## src/design/conv_mode_pkg.sv

```systemverilog
// Constants for the converter mode controller: standby, wake-up calibration and power-down.
// Assumes a 25 MHz system clock; converter timing scales with the converter clock period.
package conv_mode_pkg;
  localparam int SYS_CLK_HZ = 25_000_000;
  localparam int CONV_CLK_HZ = 4_915_200;
  localparam int SYS_PER_CONV_CYC = (SYS_CLK_HZ + CONV_CLK_HZ - 1) / CONV_CLK_HZ;
  localparam int DATA_BITS = 24;
  localparam int CAL_REQ_PULSES = 25;
  localparam int CAL_PLAIN_PULSES = 26;
  localparam int CAL_FAST_MS = 103;
  localparam int CAL_SLOW_MS = 803;
  localparam int CAL_FAST_CONV_CYC = CAL_FAST_MS * (CONV_CLK_HZ / 1000) + (CAL_FAST_MS * 200) / 1000;
  localparam int CAL_SLOW_CONV_CYC = CAL_SLOW_MS * (CONV_CLK_HZ / 1000) + (CAL_SLOW_MS * 200) / 1000;
  localparam int STBY_FAST_CONV_CYC = 61_244;
  localparam int STBY_SLOW_CONV_CYC = 491_324;
  localparam int CONV_FAST_CONV_CYC = 61_440;
  localparam int CONV_SLOW_CONV_CYC = 491_520;
  localparam int WAKE_INT_NS = 7950;
  localparam int WAKE_EXT_NS = 160;
  localparam int WAKE_XTAL_US = 5600;
  localparam int WAKE_INT_CONV_CYC = (WAKE_INT_NS * 49_152) / 10_000_000;
  localparam int WAKE_EXT_CONV_CYC = 1;
  localparam int WAKE_XTAL_CONV_CYC = (WAKE_XTAL_US * 49_152) / 10_000;
  localparam int CNT_W = 22;
  typedef enum logic [1:0] {CLK_INTERNAL, CLK_EXTERNAL, CLK_CRYSTAL} clk_src_e;
endpackage

```

## src/design/conv_mode_ctrl.sv

```systemverilog
// Pin-driven mode controller of a delta-sigma converter: readout, standby, calibration, power-down.
// Assumes the host drives serial_shift_clock, power_down_n and rate_select asynchronously.
//
// Summary of operation
// - Wake from that standby starts offset calibration.
// - Data ready 103 or 803 ms after wake.
// - First result after calibration is valid.
// - Intervals scale with converter clock period.
// - Power-down shuts off the analog circuitry (analog_enable); the converter-clock tick divider keeps running.
// - Power-down resets the mode, counter and readout logic; the pin synchronizers and tick divider keep running.
// - Power-down abandons any partial readback.
// - Wake after power-down per clock source.
// - Ready low, then MSB first per rise.
// - Pulse 25 drives high; 26th fall calibrates.
// - Output stays high through standby until ready.
`timescale 1ns/1ns
`default_nettype none
module conv_mode_ctrl
  import conv_mode_pkg::*;
#(
  parameter int CONV_FAST = CONV_FAST_CONV_CYC,
  parameter int CONV_SLOW = CONV_SLOW_CONV_CYC,
  parameter int CAL_FAST = CAL_FAST_CONV_CYC,
  parameter int CAL_SLOW = CAL_SLOW_CONV_CYC,
  parameter int STBY_FAST = STBY_FAST_CONV_CYC,
  parameter int STBY_SLOW = STBY_SLOW_CONV_CYC,
  parameter int WAKE_XTAL = WAKE_XTAL_CONV_CYC
) (
  // Clock and reset.
  input wire logic sys_clk,
  input wire logic reset,
  // Host pins.
  input wire logic serial_shift_clock,
  input wire logic power_down_n,
  input wire logic rate_select,
  // Configuration and data.
  input wire conv_mode_pkg::clk_src_e clk_source,
  input wire logic [23:0] sample_data,
  // Outputs.
  output logic data_ready_serial_out,
  output logic analog_enable,
  output logic calibrating
);
  import conv_mode_pkg::*;

  typedef enum logic [2:0] {ST_OFF, ST_WAKE, ST_CONV, ST_READY, ST_STBY, ST_CAL} mode_e;

  logic [2:0] sclk_sync_ff;
  logic [1:0] pdn_sync_ff;
  logic [1:0] rate_sync_ff;
  logic tick;
  logic sclk_rise;
  logic sclk_fall;
  mode_e mode_ff;
  logic [CNT_W-1:0] cnt_ff;
  logic [4:0] pulses_ff;
  logic [23:0] shift_ff;
  logic cal_pend_ff;
  logic [CNT_W-1:0] conv_left_ff;
  logic pd;

  function automatic logic [CNT_W-1:0] pick(input logic fast, input int f, input int s);
    pick = fast ? CNT_W'(f) : CNT_W'(s);
  endfunction

  function automatic logic [CNT_W-1:0] wake_len(input clk_src_e src);
    unique case (src)
      CLK_INTERNAL: wake_len = CNT_W'(WAKE_INT_CONV_CYC);
      CLK_EXTERNAL: wake_len = CNT_W'(WAKE_EXT_CONV_CYC);
      CLK_CRYSTAL: wake_len = CNT_W'(WAKE_XTAL);
      default: wake_len = CNT_W'(WAKE_XTAL);
    endcase
  endfunction

  conv_tick_div #(.DIV(SYS_PER_CONV_CYC)) u_div (
    .sys_clk(sys_clk),
    .reset(reset),
    .tick(tick)
  );

  always_ff @(posedge sys_clk) begin
    if (reset) begin
      sclk_sync_ff <= 3'h0;
      pdn_sync_ff <= 2'h0;
      rate_sync_ff <= 2'h0;
    end else begin
      sclk_sync_ff <= {sclk_sync_ff[1:0], serial_shift_clock};
      pdn_sync_ff <= {pdn_sync_ff[0], power_down_n};
      rate_sync_ff <= {rate_sync_ff[0], rate_select};
    end
  end

  assign sclk_rise = sclk_sync_ff[1] & ~sclk_sync_ff[2];
  assign sclk_fall = ~sclk_sync_ff[1] & sclk_sync_ff[2];
  assign pd = ~pdn_sync_ff[1];

  // Mode sequencing; power-down overrides everything and clears all state.
  always_ff @(posedge sys_clk) begin
    if (reset || pd) begin
      mode_ff <= ST_OFF;
      cnt_ff <= '0;
      cal_pend_ff <= 1'b0;
    end else begin
      unique case (mode_ff)
        ST_OFF: begin
          mode_ff <= ST_WAKE;
          cnt_ff <= wake_len(clk_source);
        end
        ST_WAKE, ST_CONV, ST_CAL: begin
          if (tick) begin
            if (cnt_ff <= CNT_W'(1)) begin
              mode_ff <= (mode_ff == ST_WAKE) ? ST_CONV : ST_READY;
              cnt_ff <= pick(rate_sync_ff[1], CONV_FAST, CONV_SLOW);
              cal_pend_ff <= 1'b0;
            end else begin
              cnt_ff <= cnt_ff - CNT_W'(1);
            end
          end
        end
        ST_READY: begin
          if (sclk_fall && pulses_ff == 5'(CAL_PLAIN_PULSES)) begin
            mode_ff <= ST_CAL;
            cnt_ff <= pick(rate_sync_ff[1], CAL_FAST, CAL_SLOW);
          end else if (sclk_sync_ff[1] && tick) begin
            if (cnt_ff <= CNT_W'(1)) begin
              mode_ff <= ST_STBY;
              cal_pend_ff <= (pulses_ff == 5'(CAL_REQ_PULSES));
            end else begin
              cnt_ff <= cnt_ff - CNT_W'(1);
            end
          end else if (!sclk_sync_ff[1] && conv_left_ff == '0) begin
            mode_ff <= ST_CONV;
            cnt_ff <= CNT_W'(1);
          end else if (!sclk_sync_ff[1]) begin
            cnt_ff <= pick(rate_sync_ff[1], STBY_FAST, STBY_SLOW);
          end
        end
        ST_STBY: begin
          if (sclk_fall) begin
            mode_ff <= cal_pend_ff ? ST_CAL : ST_CONV;
            cnt_ff <= cal_pend_ff ? pick(rate_sync_ff[1], CAL_FAST, CAL_SLOW)
                                  : pick(rate_sync_ff[1], CONV_FAST, CONV_SLOW);
          end
        end
        default: mode_ff <= ST_OFF;
      endcase
    end
  end

  // Conversions keep running while a result waits, so an unread result is replaced.
  always_ff @(posedge sys_clk) begin
    if (reset || pd || mode_ff != ST_READY) begin
      conv_left_ff <= pick(rate_sync_ff[1], CONV_FAST, CONV_SLOW);
    end else if (tick && conv_left_ff != '0) begin
      conv_left_ff <= conv_left_ff - CNT_W'(1);
    end
  end

  // Readout shifter; a new result loads on entry to ready and is valid after calibration.
  always_ff @(posedge sys_clk) begin
    if (reset || pd || mode_ff != ST_READY) begin
      pulses_ff <= 5'h00;
      shift_ff <= sample_data;
    end else if (sclk_rise && pulses_ff != 5'h1f) begin
      pulses_ff <= pulses_ff + 5'h01;
      if (pulses_ff != 5'h00) begin
        shift_ff <= {shift_ff[22:0], 1'b1};
      end
    end
  end

  always_ff @(posedge sys_clk) begin
    if (reset || pd || mode_ff != ST_READY) begin
      data_ready_serial_out <= 1'b1;
    end else if (pulses_ff == 5'h00) begin
      data_ready_serial_out <= 1'b0;
    end else if (pulses_ff <= 5'(DATA_BITS)) begin
      data_ready_serial_out <= shift_ff[23];
    end else begin
      data_ready_serial_out <= 1'b1;
    end
  end

  always_ff @(posedge sys_clk) begin
    if (reset) begin
      analog_enable <= 1'b0;
      calibrating <= 1'b0;
    end else begin
      analog_enable <= !pd && mode_ff != ST_OFF && mode_ff != ST_STBY;
      calibrating <= !pd && mode_ff == ST_CAL;
    end
  end

  AST_PD_CLEARS: assert property (@(posedge sys_clk) disable iff (reset)
    pd |=> (mode_ff == ST_OFF && !cal_pend_ff))
    else $error("Power-down did not clear the mode state.");

  AST_PD_OUT_HIGH: assert property (@(posedge sys_clk) disable iff (reset)
    (pd && $past(pd)) |-> data_ready_serial_out)
    else $error("Output not released high during power-down.");

  AST_PD_ANALOG_OFF: assert property (@(posedge sys_clk) disable iff (reset)
    (pd && $past(pd)) |-> !analog_enable)
    else $error("Analog circuitry enabled in power-down.");

  AST_STBY_HIGH: assert property (@(posedge sys_clk) disable iff (reset || pd)
    (mode_ff == ST_STBY) |=> data_ready_serial_out)
    else $error("Output low during standby.");

  AST_CAL_WAKE: assert property (@(posedge sys_clk) disable iff (reset || pd)
    (mode_ff == ST_STBY && cal_pend_ff && sclk_fall) |=> mode_ff == ST_CAL)
    else $error("Wake from calibration standby did not calibrate.");

  AST_CAL_LOAD: assert property (@(posedge sys_clk) disable iff (reset || pd)
    (mode_ff == ST_STBY && cal_pend_ff && sclk_fall && rate_sync_ff[1])
    |=> cnt_ff == CNT_W'(CAL_FAST))
    else $error("Calibration interval wrong for fast rate.");

  AST_READY_LOW: assert property (@(posedge sys_clk) disable iff (reset || pd)
    $rose(mode_ff == ST_READY) |=> !data_ready_serial_out)
    else $error("Ready not signalled low.");

  AST_PULSE25_HIGH: assert property (@(posedge sys_clk) disable iff (reset || pd)
    (mode_ff == ST_READY && pulses_ff == 5'(CAL_REQ_PULSES)) |=> data_ready_serial_out)
    else $error("Pulse 25 did not force output high.");

  AST_TICK_COUNT: assert property (@(posedge sys_clk) disable iff (reset || pd)
    (mode_ff == ST_CAL && !tick && $past(mode_ff) == ST_CAL) |=> $stable(cnt_ff) || mode_ff != ST_CAL)
    else $error("Interval counted without converter tick.");
endmodule // conv_mode_ctrl
`default_nettype wire

```

## src/design/conv_tick_div.sv

```systemverilog
// Divider making a one-cycle converter-clock enable from the system clock.
// Assumes a single system clock and synchronous active-high reset.
`timescale 1ns/1ns
`default_nettype none
module conv_tick_div #(
  parameter int DIV = 6
) (
  // Clock and reset.
  input wire logic sys_clk,
  input wire logic reset,
  // Enable out.
  output logic tick
);
  logic [7:0] cnt_ff;

  always_ff @(posedge sys_clk) begin
    if (reset || cnt_ff == 8'(DIV - 1)) begin
      cnt_ff <= 8'h00;
    end else begin
      cnt_ff <= cnt_ff + 8'h01;
    end
  end

  always_ff @(posedge sys_clk) begin
    if (reset) begin
      tick <= 1'b0;
    end else begin
      tick <= (cnt_ff == 8'(DIV - 1));
    end
  end
endmodule // conv_tick_div
`default_nettype wire

```

## config.mk

```make
export PLATFORM = sky130hd
export DESIGN_NAME = conv_mode_ctrl
export DESIGN_NICKNAME = d
export VERILOG_FILES = /design/src/design/conv_mode_pkg.sv /design/src/design/conv_mode_ctrl.sv /design/src/design/conv_tick_div.sv
export SDC_FILE = /design/constraint.sdc
export NUM_CORES = 1
export LEC_CHECK = 0
export ABC_AREA = 1
export BUFFER_PORTS_ARGS = -buffer_cell sky130_fd_sc_hd__buf_2
export CORE_MARGIN = 5
export CORE_UTILIZATION = 60
export CTS_CLUSTER_DIAMETER = 30
export DETAILED_ROUTE_END_ITERATION = 6
export GPL_ROUTABILITY_DRIVEN = 0
export HOLD_SLACK_MARGIN = 0.15
export PLACE_DENSITY_LB_ADDON = 0.1
export SYNTH_ARGS = -nofsm -noshare
export SYNTH_HDL_FRONTEND = slang
export SYNTH_SLANG_ARGS = --single-unit
```

## constraint.sdc

```tcl
create_clock -name sys_clk -period 4.7 [get_ports sys_clk]
set_clock_uncertainty 0.15 [all_clocks]
set_input_delay 0.94 -clock sys_clk [delete_from_list [all_inputs] [get_ports sys_clk]]
set_output_delay 0.94 -clock sys_clk [all_outputs]
set_load 0.02 [all_outputs]
```

# Word level (Yosys, flattened, before mapping)
# Cells that the tools add are included.
[totals]
register_bits = 96
in_bits = 31
output_inout_bits = 3
word_cells = 113
[classes]
addsub = 4
order_cmp = 2
n_eq_ne = 22
n_mux = 37
bitwise_logic = 5
n_reduce_logical = 29
[op_table]
columns = ["operator", "n"]
rows = [
  ["$mux W22", 12],
  ["$pmux W22 S4", 1],
  ["$mux W24", 3],
  ["$sub A22 B1 Y22 const B", 2],
  ["$mux W19", 2],
  ["$pmux W15 S2", 1],
  ["$mux W3", 8],
  ["$le A22 B1 Y1 const B", 1],
  ["$logic_not A22 Y1", 1],
  ["$reduce_bool A22 Y1", 1],
  ["$ne A4 B4 Y1 const B", 3],
  ["$pmux W3 S4", 1],
  ["$eq A5 B5 Y1 const B", 2],
  ["$ne A2 B2 Y1 const B", 5],
  ["$ne A5 B5 Y1 const B", 2],
  ["$reduce_and A5 Y1", 2],
  ["$add A8 B1 Y8 const B", 1],
  ["$eq A8 B3 Y1 const B", 1],
  ["$logic_and A1 B1 Y1", 8],
  ["$mux W1", 8],
  ["$reduce_bool A2 Y1", 4],
  ["$eq A3 B2 Y1 const B", 2],
  ["$eq A3 B3 Y1 const B", 2],
  ["$reduce_and A6 Y1", 1],
  ["20 further kinds", 25],
]

# Depth between registers and ports, before layout
[depth]
word_depth = 6
depth_mapped = 15

# Hierarchy
# A second synthesis with hierarchy kept.
[unflattened]
cells_unflattened = 773
area_unflattened_um2 = 5490.3
[modules_own_cells]
columns = ["mod", "n_inst", "cells_per_inst", "area_per_inst_um2", "seq_area_each_um2"]
rows = [
  ["conv_mode_ctrl", 1, 715, 5082.4, 2202.1],
  ["conv_tick_div", 1, 58, 407.9, 180.2],
]

# Worst setup path before layout
# Ideal clock, no wire load.
[synth_path]
path_type = "input to register"
startpoint = "input port reset"
endpoint = "register shift_ff[0] (enable)"
setup_ns = 0.425
t_arrival_ns = 2.371
required_ns = 4.125
slack_ns = 1.754
cell_stages = 6
path_buffers = 2
path_cell_list = "clkbuf_1 -> inv_1 -> nand2_1 -> nor2_1 -> clkbuf_1 -> nand2_1"
[synth_via]
elab_chain_cells = 4
elab_cells_between_ends = 5
classes_between = "reduce/logical (5)"
[synth_lines]
columns = ["element", "line_no", "rtl"]
rows = [
  ["start: declaration", "conv_mode_ctrl.sv:31", "input wire logic reset,"],
  ["$logic_or A1 B1 Y1 * (2 in series)", "conv_mode_ctrl.sv:161", "if (reset || pd || mode_ff != ST_READY) begin"],
  ["$reduce_bool A2 Y1 (no source line)", "--", ""],
  ["$reduce_and A2 Y1 (no source line) *", "--", ""],
  ["end signal: assignment", "conv_mode_ctrl.sv:163", "shift_ff <= sample_data;"],
  ["end signal: assignment", "conv_mode_ctrl.sv:167", "shift_ff <= {shift_ff[22:0], 1'b1};"],
  ["end: declaration", "conv_mode_ctrl.sv:57", "logic [23:0] shift_ff;"],
]
# Mark *: on every way between the ends. The rest lies on a longest branch, timed or not.
# A chain may end at the register's enable or synchronous reset.

# Final worst setup path
[layout_path]
startpoint = "input port reset"
endpoint = "register shift_ff[18] (enable)"
# Same word-level chain as after synthesis.

==> results.toml <==
[timing]
min_period_over_period_pct = 60.5
setup_viol = 0
fin_ws_ns = 1.86
maxSlewViolCount = 0
hold_violations = 0
holdWs_ns = 0.256
rsz0062_at_grt = "false"
tightestPinTransition_ns = 0.996
fin_setup_tns_ns = 0
slew_headroom_pct = 33.4
period_minus_slack_ns = 2.84
clock.fmax_mhz = 352

[setup_path]
rrSetupSlack_ns = 2.10
crit_path_max_fanout = 24
timing.rr.start = "pulses_ff[0]"
worst-setup-path-type = "input pin to flop"
worstRegToRegCells = 7
cp.arrival_ns = 2.60
crit_path_end_kind = "flop"
r2r-end = "shift_ff[17]"
critPathLaunchType = "input pin"
crit_required_ns = 4.46

[placed_design]
placed_area_um2 = 5850
dpl.hpwl_mm = 9.14
pre_cts_ws_ns = 1.39
placedCellCount = 889
io_buffer_count = 33

[routing]
avgViaCountPerCell = 5.43
avgRoutedWirePerCell_um = 13.9
drc = 0
wl_mm = 12.5
vias = 4913
drtAntennaViolNets = 0
drtIter0Drc = 361
drt_first_pass_iters = 5

[pwr]
netSwitchingPower_mw = 0.431
comb_power_share_pct = 8.9
intPower_mw = 1.15
leakagePower_nw = 2.88
p_seq_share_pct = 57.2
p_clk_share_pct = 33.9
sw_frac_of_total_pct = 27.3
total_power_mw = 1.58
ir_drop_v = 0.000214
power_density_nw_per_um2 = 261

[grt]
grt_overflow_total = 0
gr-usage-all-layers_pct = 23.5
antenna_found_initial = 0
grt_pass1_vias = 4761
grt_max_degree = 36
grt_pass1_wl_mm = 21.7

[cells_and_area]
nNetsFinal = 835
multi_input_area_um2 = 2830
stdcell_count = 905
fin_area_um2 = 6040
utilization_pct = 65.9
fill_cells = 791
drive_gt1_share_pct = 12.2
antennaDiodeCount = 0
area_growth_pct = 7.85
seqCellArea_um2 = 2380

[clock_tree]
cts.sinks = 96
cts_max_level = 3
ctsRootBufferMaster = "clkbuf_8"
cts_tree = "built"
clkLatencyLatePin_ns = 0.38
ctsLongestPathBuffers = 2
ctsHoldBuffers = 0
clkSlewWorstSetupHoldPaths_ns = 0.10
numCtsBuffers = 9
cts_setup_buffers = 0
ctsResizeCount = 0

[synth]
async_flop_share_pct = 0
synthFlopType = "dfxtp_1"
yosysSeqAreaShare_pct = 42.6
netlist_area_um2 = 5600
synth_edf_count = 46
synth_area_leaders = "edfxtp_1, dfxtp_1, nand2_1"
synth_area_per_cell_um2 = 7.41
netlist_instances = 755
syn-num-nets = 801
synth_top_area_share_pct = 24.7
synth.largest_area_cell = "edfxtp_1"
synth_seq_cells = 96
ys_warn_count = 0
ys_types = 48

[worst_hold_path]
hold_class = "flop to flop"
hold_path_end = "rate_sync_ff[1]"
hold_path_depth = 2
min_from = "rate_sync_ff[0]"

[floorplanning]
num_rows = 35
die_area_um2 = 11400
core_um2 = 9150
die_w_um = 107
ios = 34
die_y_um = 107
initial_core_util_pct = 61.1

[flow_run]
max_cap_violations = 0

[run_status]
status = "finished, final reports clean"
-- cells in the final DEF, fill, tap and decap left out, types with 5 or more instances in the layout --
master    netlist  layout
a21oi_1        51      51
inv_1          76      76
xnor2_1         5       5
nor2_1         92      91
nand3_1        32      32
nor2_2          7       8
edfxtp_1       46      46
nand2_1       236     236
nand4_1        10      10
inv_2           6       6
clkbuf_8        0       9
dfxtp_1        50      50
buf_2           3      33
o21ai_0        40      40
ha_1           15      15
or2_2           5       5
nor3_1         12      12
xor2_1         11      11
-- cells by family after synthesis --
logic type,after synthesis,share of synthesized area [%]
compound gates,105,10.0
xor+xnor,16,2.50
fa+ha+maj,15,3.35
buf+inv,96,6.93
flops,96,42.6
simple gates,427,34.6
-- how the worst max path moves through the flow --
stage | start | to | slack (ns)
finish | reset | shift_ff[18] | 1.86
global route | reset | shift_ff[18] | 1.62
CTS | reset | shift_ff[17] | 1.79
detailed placement | reset | shift_ff[17] | 1.39
global placement | reset | shift_ff[16] | 1.48
floorplan | reset | shift_ff[0] | 1.75
-- power by group through the flow --
stage	logic, mW	clock network, mW	registers (mW)
after floorplan	0.105	0	0.919
after global placement	0.134	0	0.922
after detailed placement	0.139	0	0.922
after CTS	0.139	0.542	0.903
after global routing	0.161	0.583	0.906
final	0.141	0.534	0.903
-- layer usage --
layer,vias up,track usage (%),part of all wire [%]
li1,2514,-,-
met1,2268,32.4,48
met2,121,38.6,46
met3,10,3.97,4.9
met4,0,6.03,1.0
met5,-,0,0
-- cells in the mapped netlist (2+ instances only) --
| master | instances |
|---|---|
| nand3_1 | 32 |
| edfxtp_1 | 46 |
| or3_1 | 2 |
| xor2_1 | 11 |
| nand2_2 | 4 |
| a31oi_1 | 3 |
| clkbuf_1 | 7 |
| nand3b_1 | 3 |
| nand3_2 | 2 |
| nor3_2 | 2 |
| nor4_1 | 3 |
| nor2_4 | 4 |
| nor2_8 | 2 |
| inv_2 | 6 |
| xnor2_1 | 5 |
| a21oi_1 | 51 |
| nand4_1 | 10 |
| nand2_1 | 236 |
| inv_1 | 76 |
| nor3_1 | 12 |
| nor2_2 | 7 |
| dfxtp_1 | 50 |
| nand2_4 | 2 |
| or2_2 | 5 |
| buf_2 | 3 |
| o21a_1 | 2 |
| ha_1 | 15 |
| nand3_4 | 3 |
| a211oi_1 | 2 |
| o21ai_0 | 40 |
| nor2_1 | 92 |
-- critical path: stages --
cell and delay [ns]:
buf_2 0.16, inv_1 0.08, nand2_1 0.04, buf_4 0.22, nor2_2 0.43, nand2_1 0.70
-- final cells by class --
| cell class | instances | share of cell area [%] |
|---|---|---|
| flip-flops and latches | 96 | 39.5 |
| clock buffers | 9 | 2.05 |
| inverters | 83 | 5.18 |
| multi-input cells | 563 | 46.9 |
| repair buffers | 36 | 3.11 |
| well taps | 111 | 2.30 |
| clock inverters | 7 | 1.02 |
-- flip-flops by register name, summed over array words and instances, names as in the netlist --
name / cells
analog_enable: 1
cal_pend_ff: 1
calibrating: 1
cnt_ff: 22
conv_left_ff: 22
data_ready_serial_out: 1
mode_ff: 3
pdn_sync_ff: 2
pulses_ff: 5
rate_sync_ff: 2
sclk_sync_ff: 3
shift_ff: 24
u_div.cnt_ff: 8
u_div.tick: 1
Power figures use the tool's default switching activity.
